--- src/inc/cfs_pkg.sv ---
`default_nettype none
package cfs_pkg;
   // settings are coded in tenths of a second / plain codes
   localparam int SET_W = 14;
   localparam logic [13:0] DISABLE_CODE = 14'h270F;
   localparam logic [13:0] KEEP_SPEED_CODE = 14'h270F;
   localparam logic [13:0] ZERO_INTERVAL = 14'h0000;
   localparam logic [13:0] CNT_RESET = 14'h0000;
   localparam logic [13:0] CNT_ONE = 14'h0001;
   localparam logic [13:0] SPEED_RESET = 14'h0000;

   localparam logic [1:0] MODE_COAST = 2'h0;
   localparam logic [1:0] MODE_DECEL_FAULT = 2'h1;
   localparam logic [1:0] MODE_DECEL_RESTART = 2'h2;
   localparam logic [1:0] MODE_FALLBACK = 2'h3;

   localparam logic NVW_BOTH = 1'h0;
   localparam logic NVW_RAM_ONLY = 1'h1;

   // history codes: values are arbitrary
   localparam logic [7:0] HIST_EMPTY = 8'h00;
   localparam logic [7:0] LINK_FAULT_ENTRY = 8'h50;

   localparam int TICK_TIME_US = 100000;
   localparam int CLK_FREQ_MHZ = 40;
   localparam int TICK_CYCLES_DEF = TICK_TIME_US * CLK_FREQ_MHZ;
   localparam int TICK_CNT_W = 22;
   localparam logic [21:0] TICK_CNT_RESET = 22'h000000;

   typedef enum logic [2:0] {
      ST_RUN,
      ST_COAST,
      ST_DECEL,
      ST_HALT,
      ST_WAIT,
      ST_FALLBK
   } cfs_state_t;
endpackage
`default_nettype wire

--- src/inc/cfs_sup_if.sv ---
`timescale 1ns/10ps
`default_nettype none
interface cfs_sup_if (
   input wire logic clk,
   input wire logic rst_n,
   input wire logic ce
);
   logic tick;
   logic frame;
   logic net_mode;
   logic [13:0] interval;
   logic expired;
   logic armed;
   logic hist_store;
   logic hist_temp;
   logic [7:0] hist_display;

   modport top_mp (
      input clk, rst_n, ce, expired, armed, hist_display,
      output tick, frame, net_mode, interval, hist_store, hist_temp
   );
   modport timer_mp (
      input clk, rst_n, ce, tick, frame, net_mode, interval,
      output expired, armed
   );
   modport hist_mp (
      input clk, rst_n, ce, hist_store, hist_temp,
      output hist_display
   );
endinterface
`default_nettype wire

--- src/hw/cfs_loss_timer.sv ---
`timescale 1ns/10ps
`default_nettype none
module cfs_loss_timer (
   cfs_sup_if.timer_mp sif
);
   logic armed_reg, armed_next;
   logic expired_reg, expired_next;
   logic [13:0] cnt_reg, cnt_next;
   logic live;

   always_comb begin
      live = (sif.interval != cfs_pkg::DISABLE_CODE) &&
             (sif.interval != cfs_pkg::ZERO_INTERVAL);
      armed_next = armed_reg;
      cnt_next = cnt_reg;
      expired_next = expired_reg;
      if (!sif.net_mode || !live) begin
         armed_next = 1'b0;
         cnt_next = cfs_pkg::CNT_RESET;
         expired_next = 1'b0;
      end else if (sif.frame) begin
         armed_next = 1'b1;
         cnt_next = cfs_pkg::CNT_RESET;
         expired_next = 1'b0;
      end else if (armed_reg && sif.tick) begin
         if (cnt_reg != 14'h3FFF) begin
            cnt_next = cnt_reg + cfs_pkg::CNT_ONE;
         end
         expired_next = expired_reg || (cnt_next >= sif.interval);
      end
   end

   always_ff @(posedge sif.clk) begin
      if (!sif.rst_n) begin
         armed_reg <= 1'b0;
         expired_reg <= 1'b0;
         cnt_reg <= cfs_pkg::CNT_RESET;
      end else if (sif.ce) begin
         armed_reg <= armed_next;
         expired_reg <= expired_next;
         cnt_reg <= cnt_next;
      end
   end

   assign sif.armed = armed_reg;
   assign sif.expired = expired_reg;
endmodule
`default_nettype wire

--- src/hw/cfs_fault_hist.sv ---
`timescale 1ns/10ps
`default_nettype none
module cfs_fault_hist (
   cfs_sup_if.hist_mp sif
);
   logic [7:0] latest_reg, latest_next;
   logic [7:0] display_reg, display_next;

   // temporary overlay never touches the stored entry
   always_comb begin
      latest_next = sif.hist_store ? cfs_pkg::LINK_FAULT_ENTRY
                                   : latest_reg;
      display_next = sif.hist_temp ? cfs_pkg::LINK_FAULT_ENTRY
                                   : latest_next;
   end

   always_ff @(posedge sif.clk) begin
      if (!sif.rst_n) begin
         latest_reg <= cfs_pkg::HIST_EMPTY;
         display_reg <= cfs_pkg::HIST_EMPTY;
      end else if (sif.ce) begin
         latest_reg <= latest_next;
         display_reg <= display_next;
      end
   end

   assign sif.hist_display = display_reg;
endmodule
`default_nettype wire

--- src/hw/cfs_supervisor.sv ---
`timescale 1ns/10ps
`default_nettype none
// Notes on behaviour
// - loss interval at disable code means no loss supervision at all.
// - interval zero faults as soon as network control mode is entered.
// - set interval with no frame received in time trips the link fault.
// - any received frame, any station number, restarts the loss timer.
// - supervision starts at the first frame in network control mode.
// - stop mode picks coast, decel with/without fault, or fallback speed.
// - on clearing, modes 0/1 stay faulted, 2 restarts, 3 runs normally.
// - mode 3 raises the alarm output on a link error.
// - with fault output, the fault entry is stored permanently in history.
// - mode 2 shows the fault in history only while waiting at stop; mode 3 never shows it.
// - modes 1-3 use ordinary deceleration and acceleration ramps.
// - modes 2 and 3 restart with the run and speed in effect before.
// - mode 2 reaccelerates at once if the error clears while slowing.
// - mode 3 with both limits disabled never switches to fallback speed.
// - fallback speed overrides any speed source, terminals included.
// - write select 0 writes nonvolatile and RAM, 1 writes RAM only.
// - RAM-only values vanish at power-off; nonvolatile values return.
// - errors beyond the retry limit trip; disable code gives alarm only.
// - fallback code 9999 keeps the speed that was in use.
module cfs_supervisor #(
   parameter int TICK_CYCLES = cfs_pkg::TICK_CYCLES_DEF
) (
   input wire logic clk,
   input wire logic rst_n,
   input wire logic ce,
   input wire logic frame_rx,
   input wire logic rx_error,
   input wire logic net_mode,
   input wire logic at_stop,
   input wire logic run_cmd,
   input wire logic [13:0] speed_cmd,
   input wire logic [13:0] loss_check_interval,
   input wire logic [13:0] retry_limit,
   input wire logic [1:0] link_fault_stop_mode,
   input wire logic [13:0] fallback_speed,
   input wire logic nonvolatile_write_select,
   input wire logic param_wr,
   input wire logic [7:0] param_addr,
   input wire logic [15:0] param_data,
   output logic run_out,
   output logic [13:0] speed_out,
   output logic coast_req,
   output logic decel_req,
   output logic fault_output,
   output logic link_fault_code,
   output logic link_alarm_output,
   output logic [7:0] hist_display,
   output logic nv_wr_en,
   output logic ram_wr_en,
   output logic [7:0] wr_addr,
   output logic [15:0] wr_data
);
   localparam logic [21:0] TICK_LAST = 22'(TICK_CYCLES - 1);

   cfs_sup_if sif (.clk(clk), .rst_n(rst_n), .ce(ce));

   cfs_loss_timer u_timer (.sif(sif.timer_mp));
   cfs_fault_hist u_hist (.sif(sif.hist_mp));

   ////////////////////////////////////////////////////////////////////
   // tick prescaler

   logic [21:0] tick_cnt_reg, tick_cnt_next;
   logic tick_reg, tick_next;

   always_comb begin
      tick_next = (tick_cnt_reg == TICK_LAST);
      tick_cnt_next = tick_next ? cfs_pkg::TICK_CNT_RESET
                                : tick_cnt_reg + 22'h000001;
   end

   always_ff @(posedge clk) begin
      if (!rst_n) begin
         tick_cnt_reg <= cfs_pkg::TICK_CNT_RESET;
         tick_reg <= 1'b0;
      end else if (ce) begin
         tick_cnt_reg <= tick_cnt_next;
         tick_reg <= tick_next;
      end
   end

   assign sif.tick = tick_reg;
   assign sif.frame = frame_rx;
   assign sif.net_mode = net_mode;
   assign sif.interval = loss_check_interval;

   ////////////////////////////////////////////////////////////////////
   // consecutive receive errors

   logic [13:0] err_cnt_reg, err_cnt_next;
   logic retry_over_reg, retry_over_next;
   logic retry_alarm_reg, retry_alarm_next;
   logic retry_on;

   always_comb begin
      retry_on = (retry_limit != cfs_pkg::DISABLE_CODE);
      err_cnt_next = err_cnt_reg;
      if (frame_rx && rx_error) begin
         if (err_cnt_reg != 14'h3FFF) begin
            err_cnt_next = err_cnt_reg + cfs_pkg::CNT_ONE;
         end
      end else if (frame_rx) begin
         err_cnt_next = cfs_pkg::CNT_RESET;
      end
      retry_over_next = retry_on && (err_cnt_next > retry_limit);
      // an error in the same cycle as a good frame still sets
      retry_alarm_next = retry_alarm_reg;
      if (frame_rx && rx_error && !retry_on) begin
         retry_alarm_next = 1'b1;
      end else if (frame_rx || retry_on) begin
         retry_alarm_next = 1'b0;
      end
   end

   always_ff @(posedge clk) begin
      if (!rst_n) begin
         err_cnt_reg <= cfs_pkg::CNT_RESET;
         retry_over_reg <= 1'b0;
         retry_alarm_reg <= 1'b0;
      end else if (ce) begin
         err_cnt_reg <= err_cnt_next;
         retry_over_reg <= retry_over_next;
         retry_alarm_reg <= retry_alarm_next;
      end
   end

   ////////////////////////////////////////////////////////////////////
   // fault response

   cfs_pkg::cfs_state_t state_reg, state_next;
   logic [1:0] mode_reg, mode_next;
   logic saved_run_reg, saved_run_next;
   logic [13:0] saved_speed_reg, saved_speed_next;
   logic restore_reg, restore_next;
   logic run_next, coast_next, decel_next, fault_next, ind_next;
   logic alarm_next;
   logic [13:0] speed_next;
   logic zero_fault, err_now, fallback_ok;

   always_comb begin
      zero_fault = net_mode &&
                   (loss_check_interval == cfs_pkg::ZERO_INTERVAL);
      err_now = sif.expired || zero_fault || retry_over_reg;
      fallback_ok = !((retry_limit == cfs_pkg::DISABLE_CODE) &&
         (loss_check_interval == cfs_pkg::DISABLE_CODE));
      state_next = state_reg;
      mode_next = mode_reg;
      saved_run_next = saved_run_reg;
      saved_speed_next = saved_speed_reg;
      restore_next = restore_reg;
      case (state_reg)
         cfs_pkg::ST_RUN: begin
            if (restore_reg && ((run_cmd != saved_run_reg) ||
                (speed_cmd != saved_speed_reg))) begin
               restore_next = 1'b0;
            end
            if (err_now) begin
               mode_next = link_fault_stop_mode;
               saved_run_next = run_out;
               saved_speed_next = speed_out;
               case (link_fault_stop_mode)
                  cfs_pkg::MODE_COAST: state_next = cfs_pkg::ST_COAST;
                  cfs_pkg::MODE_FALLBACK: begin
                     if (fallback_ok) begin
                        state_next = cfs_pkg::ST_FALLBK;
                     end
                  end
                  default: state_next = cfs_pkg::ST_DECEL;
               endcase
            end
         end
         cfs_pkg::ST_DECEL: begin
            if (mode_reg == cfs_pkg::MODE_DECEL_RESTART && !err_now) begin
               state_next = cfs_pkg::ST_RUN;
               restore_next = 1'b1;
            end else if (at_stop) begin
               state_next = (mode_reg == cfs_pkg::MODE_DECEL_FAULT) ?
                  cfs_pkg::ST_HALT : cfs_pkg::ST_WAIT;
            end
         end
         cfs_pkg::ST_WAIT, cfs_pkg::ST_FALLBK: begin
            if (!err_now) begin
               state_next = cfs_pkg::ST_RUN;
               restore_next = 1'b1;
            end
         end
         // coast and halt hold until reset
         cfs_pkg::ST_COAST, cfs_pkg::ST_HALT: state_next = state_reg;
         default: state_next = cfs_pkg::ST_RUN;
      endcase

      coast_next = (state_next == cfs_pkg::ST_COAST);
      decel_next = (state_next == cfs_pkg::ST_DECEL);
      fault_next = coast_next || (state_next == cfs_pkg::ST_HALT);
      ind_next = fault_next || (state_next == cfs_pkg::ST_WAIT);
      alarm_next = retry_alarm_reg || (err_now &&
         link_fault_stop_mode == cfs_pkg::MODE_FALLBACK);
      run_next = 1'b0;
      speed_next = cfs_pkg::SPEED_RESET;
      case (state_next)
         cfs_pkg::ST_RUN: begin
            run_next = restore_next ? saved_run_next : run_cmd;
            speed_next = restore_next ? saved_speed_next : speed_cmd;
         end
         cfs_pkg::ST_FALLBK: begin
            run_next = 1'b1;
            speed_next = (fallback_speed == cfs_pkg::KEEP_SPEED_CODE) ?
               saved_speed_next : fallback_speed;
         end
         default: begin
            run_next = 1'b0;
            speed_next = cfs_pkg::SPEED_RESET;
         end
      endcase
   end

   assign sif.hist_store = fault_next && !fault_output;
   assign sif.hist_temp = (state_next == cfs_pkg::ST_WAIT);

   always_ff @(posedge clk) begin
      if (!rst_n) begin
         state_reg <= cfs_pkg::ST_RUN;
         mode_reg <= cfs_pkg::MODE_COAST;
         saved_run_reg <= 1'b0;
         saved_speed_reg <= cfs_pkg::SPEED_RESET;
         restore_reg <= 1'b0;
         run_out <= 1'b0;
         speed_out <= cfs_pkg::SPEED_RESET;
         coast_req <= 1'b0;
         decel_req <= 1'b0;
         fault_output <= 1'b0;
         link_fault_code <= 1'b0;
         link_alarm_output <= 1'b0;
      end else if (ce) begin
         state_reg <= state_next;
         mode_reg <= mode_next;
         saved_run_reg <= saved_run_next;
         saved_speed_reg <= saved_speed_next;
         restore_reg <= restore_next;
         run_out <= run_next;
         speed_out <= speed_next;
         coast_req <= coast_next;
         decel_req <= decel_next;
         fault_output <= fault_next;
         link_fault_code <= ind_next;
         link_alarm_output <= alarm_next;
      end
   end

   assign hist_display = sif.hist_display;

   ////////////////////////////////////////////////////////////////////
   // parameter write routing; nothing here reloads RAM at power-up

   logic nv_next, ram_next;

   always_comb begin
      ram_next = param_wr;
      nv_next = param_wr &&
         (nonvolatile_write_select == cfs_pkg::NVW_BOTH);
   end

   always_ff @(posedge clk) begin
      if (!rst_n) begin
         nv_wr_en <= 1'b0;
         ram_wr_en <= 1'b0;
         wr_addr <= 8'h00;
         wr_data <= 16'h0000;
      end else if (ce) begin
         nv_wr_en <= nv_next;
         ram_wr_en <= ram_next;
         if (param_wr) begin
            wr_addr <= param_addr;
            wr_data <= param_data;
         end
      end
   end
endmodule
`default_nettype wire

--- config.mk ---
export PLATFORM = sky130hd
export DESIGN_NAME = cfs_supervisor
export DESIGN_NICKNAME = d
export VERILOG_FILES = /design/src/inc/cfs_pkg.sv /design/src/inc/cfs_sup_if.sv /design/src/hw/cfs_loss_timer.sv /design/src/hw/cfs_fault_hist.sv /design/src/hw/cfs_supervisor.sv
export SDC_FILE = /design/constraint.sdc
export NUM_CORES = 1
export LEC_CHECK = 0
export BUFFER_PORTS_ARGS = -buffer_cell sky130_fd_sc_hd__buf_2
export CORE_ASPECT_RATIO = 0.75
export CORE_MARGIN = 2
export CORE_UTILIZATION = 51
export DETAILED_ROUTE_END_ITERATION = 16
export GPL_TIMING_DRIVEN = 1
export PLACE_DENSITY = 0.77
export SYNTH_ARGS = -nofsm -noshare
export SYNTH_HDL_FRONTEND = slang
export SYNTH_SLANG_ARGS = --single-unit
--- constraint.sdc ---
create_clock -name clk -period 2.76 [get_ports clk]
set_input_delay 0.276 -clock clk [delete_from_list [all_inputs] [get_ports clk]]
set_output_delay 0.276 -clock clk [all_outputs]
set_load 0.02 [all_outputs]
==> results of run 1 <==
==> layer usage <==
layer  vias up  global-route usage (%)  wire, um
met5         -                       0        27
met4         4                    9.71       469
met3        42                    6.38      1630
met2       286                    37.5      8870
met1      3504                    36.8      9860
li1       3766                       -         -
==> worst paths after layout <==
check        slack (ns)  depth (start not counted)                        start                          end
max                0.05                         13  err_cnt_reg[4]$_SDFFE_PN0P_  retry_over_reg$_SDFFE_PN0P_
max reg2reg        0.05                         13  err_cnt_reg[4]$_SDFFE_PN0P_  retry_over_reg$_SDFFE_PN0P_
min                0.09                          3                param_addr[4]      wr_addr[4]$_SDFFE_PN0P_
min reg2reg        0.46                          2      wr_addr[2]$_SDFFE_PN0P_      wr_addr[2]$_SDFFE_PN0P_
==> worst max-delay path, cell delays in order, from the launching register on <==
cell and delay, ns:
dfxtp_2 0.32, and3_4 0.18, and3_4 0.19, a31oi_4 0.26, nand4_1 0.16, mux2i_2 0.27, ha_1 0.29, a21o_1 0.17
a21oi_2 0.10, nor2b_1 0.07, o31ai_1 0.23, a31oi_1 0.12, o211ai_1 0.17, nand2_1 0.06
==> power by group <==
part | switching [uW] | internal (uW)
logic | 295 | 201
registers | 35.0 | 2040
clock network | 868 | 1430
total | 1200 | 3670
==> cells in the mapped netlist, types with 13 or more instances <==
library cell and instances:
clkbuf_1 46, nor2b_1 25, xor2_1 13, nand4_1 31, xnor2_1 33, a31oi_1 20, and2_1 19, a21boi_0 49
a21oi_1 40, mux2i_1 24, and3_1 19, inv_1 35, o21ai_0 47, nand2_1 146, dfxtp_1 138, o211ai_1 18
ha_1 33, nand3_1 47, nor2_1 54
==> stage by stage <==
stage	util [%]	std cells	hold slack, ns
floorplan	-	957	0.421
global placement	61.9	1311	0.443
detailed placement	61.9	1311	0.446
CTS	66.1	1342	0.0792
global route	67.3	1349	0.0955
finish	67.3	1350	0.0912
==> final cells by class <==
type                            instances  area share (%)
Multi-Input combinational cell        732            49.1
Sequential cell                       138            28.1
Tap cell                              200            2.54
Inverter                               36            1.37
Clock inverter                         11            1.50
Antenna cell                            2          0.0508
Clock buffer                           19            4.49
Timing Repair Buffer                  212            12.9
==> repair_timing <==
| action | in CTS | in global routing |
|---|---|---|
| resized for setup | 9 | 29 |
| endpoints found under the setup margin | 2 | 2 |
| buffers inserted | 1 | 6 |
| pin swaps | 4 | 25 |
==> kinds of logic after synthesis <==
kind of cell    after synthesis
simple gates                400
compound gates              228
flops                       138
buf+inv                      87
xor+xnor                     46
fa+ha+maj                    33
mux                          25
==> flow_metrics.tcl, run 1 <==
set metrics [dict create \
    hpwlAfterDp_um 14800 \
    synth_top_flop_cell "dfxtp_1" \
    synth_adder_area_share_pct 5.34 \
    post-route-min-period_ns 2.71 \
    yosysSeqAreaShare_pct 35.7 \
    num-nets-final 1262 \
    fin_ws_ns 0.0532 \
    clockRootBuffer "clkbuf_16" \
    worstSetupPathType "reg2reg" \
    synth_simple_gate_area_share_pct 26.4 \
    final_antenna_net_count 0 \
    coreArea_um2 14600 \
    ioPinCount 146 \
    drcViolationCount 0 \
    die_area_um2 16200 \
    synth_seq_cells 138 \
    antenna_found_initial 3 \
    drtPass1Iterations 5 \
    largest_register_ffs 22 \
    multi_input_area_um2 4840 \
    post-place-ws_ns -0.262 \
    regArea_um2 2770 \
    setup_violations 0 \
    synth_area_leaders "dfxtp_1 (36%), nand2_1 (7.1%), ha_1 (5.3%)" \
    required_ns 3.07 \
    hold_viol 0 \
    drt_iter0_markers 556 \
    fmax_mhz 369 \
    io_buffers 145 \
    syn-instance-count 957 \
    grt_max_degree 79 \
    worstPathMaxFanout 5 \
    slew_viol_final 0 \
    end_kind "flop" \
    avgSynthCellArea_um2 8.09 \
    cts_buffers 17 \
    p_leak_uw 0.00417 \
    grt_remaining_overflow 0 \
    total_power_uw 4870 \
    placed_cell_area_um2 9060 \
    rows 38 \
    outcome "completed" \
    hold_path_class "in2reg" \
    drive_above_1_share_pct 25.6 \
    setup_tns_ns 0 \
    ys_types 66 \
    final_common_cell "buf_2" \
    gp_congestion 0.850 \
    tritoncts "done" \
    async_reset_ff_share_pct 0 \
    areaGrowthSynthToFinish_pct 27.4 \
    cp-start-kind "flop" \
    syn-num-nets 1082 \
    synth_top_family_by_area "simple AND/OR/NAND/NOR gates" \
    cts_buffer_depth 2 \
    insertion_delay_ns 0.43 \
    nFillCells 1269 \
    power.density_nw_per_um2 494 \
    tightest_slew_ns 0.847 \
    synth_edf_count 0 \
    rsz0062_at_grt "true" \
    max_cap_violations 0 \
    track_usage_pct 25.8 \
    num_vias 7602 \
    min_period_over_period_pct 98.1 \
    cts.sinks 138 \
    synth_top_area_share_pct 35.7 \
    synth_xor_area_share_pct 5.21 \
    grt_pass1_wl_um 34300 \
    fin_area_um2 9860 \
    wirelength_um 20800 \
    crit_arrival_ns 3.02 \
    die_x_um 146 \
    yosysWarnings 0 \
    fp.dieH_um 111 \
    vdd.ir_drop.worst_mv 0.423 \
    clkTransAtPathRegs_ns 0.06 \
    grt_pass1_vias 7006 \
    layout_common_cells "buf_2 (146), nand2_1 (145), dfxtp_1 (133)" \
    wl_per_cell_um 15.4 \
    viasPerCell 5.63 \
    htree_levels 4 \
    finalClockSkew_ns 0.00855 \
    synth_compound_area_share_pct 19.8 \
    start_util_pct 52.8 \
    hold_buffers 0 \
    synthMuxAreaShare_pct 3.25 \
    relSlewSlack_pct 43.5 \
    synth_area_leader_cell "dfxtp_1" \
    syn_area_um2 7740 \
]
No activity file was read; power rests on OpenSTA's default activity.
==> inputs of run 2 (changes only) <==
--- a/config.mk
+++ b/config.mk
@@ -5,13 +5,13 @@
 export SDC_FILE = /design/constraint.sdc
 export NUM_CORES = 1
 export LEC_CHECK = 0
-export BUFFER_PORTS_ARGS = -buffer_cell sky130_fd_sc_hd__buf_2
 export CORE_ASPECT_RATIO = 0.75
-export CORE_MARGIN = 2
-export CORE_UTILIZATION = 51
+export CORE_MARGIN = 8
+export CORE_UTILIZATION = 58
 export DETAILED_ROUTE_END_ITERATION = 16
+export DONT_BUFFER_PORTS = 1
 export GPL_TIMING_DRIVEN = 1
-export PLACE_DENSITY = 0.77
+export PLACE_DENSITY = 0.76
 export SYNTH_ARGS = -nofsm -noshare
 export SYNTH_HDL_FRONTEND = slang
 export SYNTH_SLANG_ARGS = --single-unit
==> flow_metrics.tcl, run 2 (same netlist as run 1, synthesis figures left out) <==
set metrics [dict create \
    worstSetupPathType "reg2reg" \
    wl_per_cell_um 18.7 \
    crit_arrival_ns 3.00 \
    num_vias 7146 \
    viasPerCell 6.08 \
    max_cap_violations 0 \
    final_antenna_net_count 0 \
    antenna_cells 0 \
    largest_register_ffs 22 \
    insertion_delay_ns 0.42 \
    htree_levels 4 \
    clockRootBuffer "clkbuf_16" \
    cp_common_cell "o21a_1" \
    cp-start-kind "flop" \
    regArea_um2 2770 \
    io_buffers 0 \
    power.density_nw_per_um2 550 \
    drive_above_1_share_pct 13.4 \
    grt_max_degree 97 \
    min-delay-start "param_addr[5]" \
    p_comb_share_pct 5.9 \
    worstPathMaxFanout 3 \
    grt_pass1_vias 6639 \
    end_kind "flop" \
    vdd.ir_drop.worst_mv 0.478 \
    layout_common_cells "nand2_1 (145), dfxtp_1 (135), nor2_1 (54)" \
    nFillCells 985 \
    slew_viol_final 0 \
    start_util_pct 59.4 \
    multi_input_area_um2 4820 \
    seq_power_share_pct 42.2 \
    min_period_over_period_pct 98.3 \
    antenna_found_initial 0 \
    fp.dieH_um 116 \
    rows 36 \
    r2r_cells 13 \
    grt_remaining_overflow 0 \
    hold_path_class "in2reg" \
    post-route-min-period_ns 2.71 \
    die_x_um 149 \
    rsz0062_at_grt "true" \
    relSlewSlack_pct 38.8 \
    r2r_end "u_timer.sif.expired$_SDFFE_PN0P_" \
    tritoncts "done" \
    cts.sinks 138 \
    slowest_delay_ns 0.38 \
    clkPwrFrac_pct 51.9 \
    fmax_mhz 369 \
    coreArea_um2 13000 \
    ioPinCount 146 \
    outcome "completed" \
    drcViolationCount 0 \
    p_int_uw 3940 \
    p_leak_uw 0.00355 \
    required_ns 3.05 \
    hold_viol 0 \
    final_common_cell "nand2_1" \
    swShare_pct 21.9 \
    cts_buffer_depth 2 \
    hpwlAfterDp_um 14600 \
    areaGrowthSynthToFinish_pct 18.6 \
    r2r_setup_slack_ns 0.05 \
    num-nets-final 1117 \
    crit_chain "ha_4, and3_4, nor2b_4, nand4_1, mux2_4, ha_4, nor2b_1, o21a_1, o21a_1, o21a_1, o21a_1, o21ai_1, a21oi_1" \
    total_power_uw 5050 \
    fin_ws_ns 0.0468 \
    setup_violations 0 \
    hold_depth 2 \
    wirelength_um 22000 \
    drtPass1Iterations 5 \
    worstHoldEndpoint "wr_addr[5]$_SDFFE_PN0P_" \
    finalClockSkew_ns 0.00963 \
    final_util_pct 70.5 \
    gp_congestion 0.913 \
    post-place-ws_ns 0.0193 \
    grt_pass1_wl_um 34300 \
    tightest_slew_ns 0.915 \
    power.switching_uw 1110 \
    drt_iter0_markers 633 \
    cts_buffers 17 \
    cp_slowest_cell "mux2_4" \
    track_usage_pct 24.5 \
    reg2reg_from "u_timer.cnt_reg[0]$_SDFFE_PN0P_" \
    clkTransAtPathRegs_ns 0.06 \
    die_area_um2 17300 \
]
run 2: cell type report:
class	count	share of cell area, %
Tap cell	171	2.33
Clock inverter	10	2.33
Sequential cell	138	30.1
Timing Repair Buffer	67	6.11
Clock buffer	21	5.12
Multi-Input combinational cell	732	52.5
Inverter	36	1.47
run 2: through the flow:
stage               instances  instance area, um^2  hold WS (ns)    TNS (ns)
floorplan                 957                 7780         0.421  -0.0000939
global placement         1126                 8200         0.389           0
detailed placement       1126                 8200         0.394           0
CTS                      1168                 9000      0.000203           0
global route             1175                 9180       0.00500      -0.109
finish                   1175                 9180       0.00673           0
run 2: worst max-delay path by stage:
stage                                               start                               end  slack, ns  depth (start not counted)
final                     u_timer.cnt_reg[0]$_SDFFE_PN0P_  u_timer.sif.expired$_SDFFE_PN0P_       0.05                         13
after global routing          err_cnt_reg[1]$_SDFFE_PN0P_       retry_over_reg$_SDFFE_PN0P_      -0.08                         13
after CTS                     err_cnt_reg[4]$_SDFFE_PN0P_       retry_over_reg$_SDFFE_PN0P_       0.01                         15
after detailed placement  u_timer.cnt_reg[0]$_SDFFE_PN0P_  u_timer.sif.expired$_SDFFE_PN0P_       0.02                         13
after global placement    u_timer.cnt_reg[0]$_SDFFE_PN0P_  u_timer.sif.expired$_SDFFE_PN0P_       0.09                         13
after floorplan               err_cnt_reg[0]$_SDFFE_PN0P_       retry_over_reg$_SDFFE_PN0P_   -0.00009                         16
run 2: repair_timing:
action | 4_1_cts | 5_1_grt
hold endpoints to repair | 34 | 0
hold buffers | 11 | 0
endpoints found under the setup margin | 2 | 2
cloned | 0 | 1
gates resized for setup | 1 | 33
pin swaps | 1 | 23
setup buffers | 0 | 6
run 2: power by group through the flow:
stage | logic (uW) | clock network, uW | registers (uW)
global route | 329 | 2750 | 2130
global placement | 251 | 0 | 2170
detailed placement | 258 | 0 | 2170
finish | 297 | 2620 | 2130
CTS | 286 | 2640 | 2130
floorplan | 229 | 0 | 2160
run 2: per-layer routing:
metal	up-vias	GRT usage (%)	routed length, um
met4	0	7.11	248
li1	3478	-	-
met1	3359	32.2	9550
met3	22	7.80	2090
met2	287	37.9	10100
met5	-	0	0
run 2: worst max-delay path: cells and delay by family, from the launching register on:
kind / cells / cell delay, ns
AO/OA/AOI/OAI: 6 / 0.88
adder cells (fa/ha/maj): 2 / 0.35
flip-flops: 1 / 0.36
multiplexers: 1 / 0.38
AND/OR/NAND/NOR: 4 / 0.63
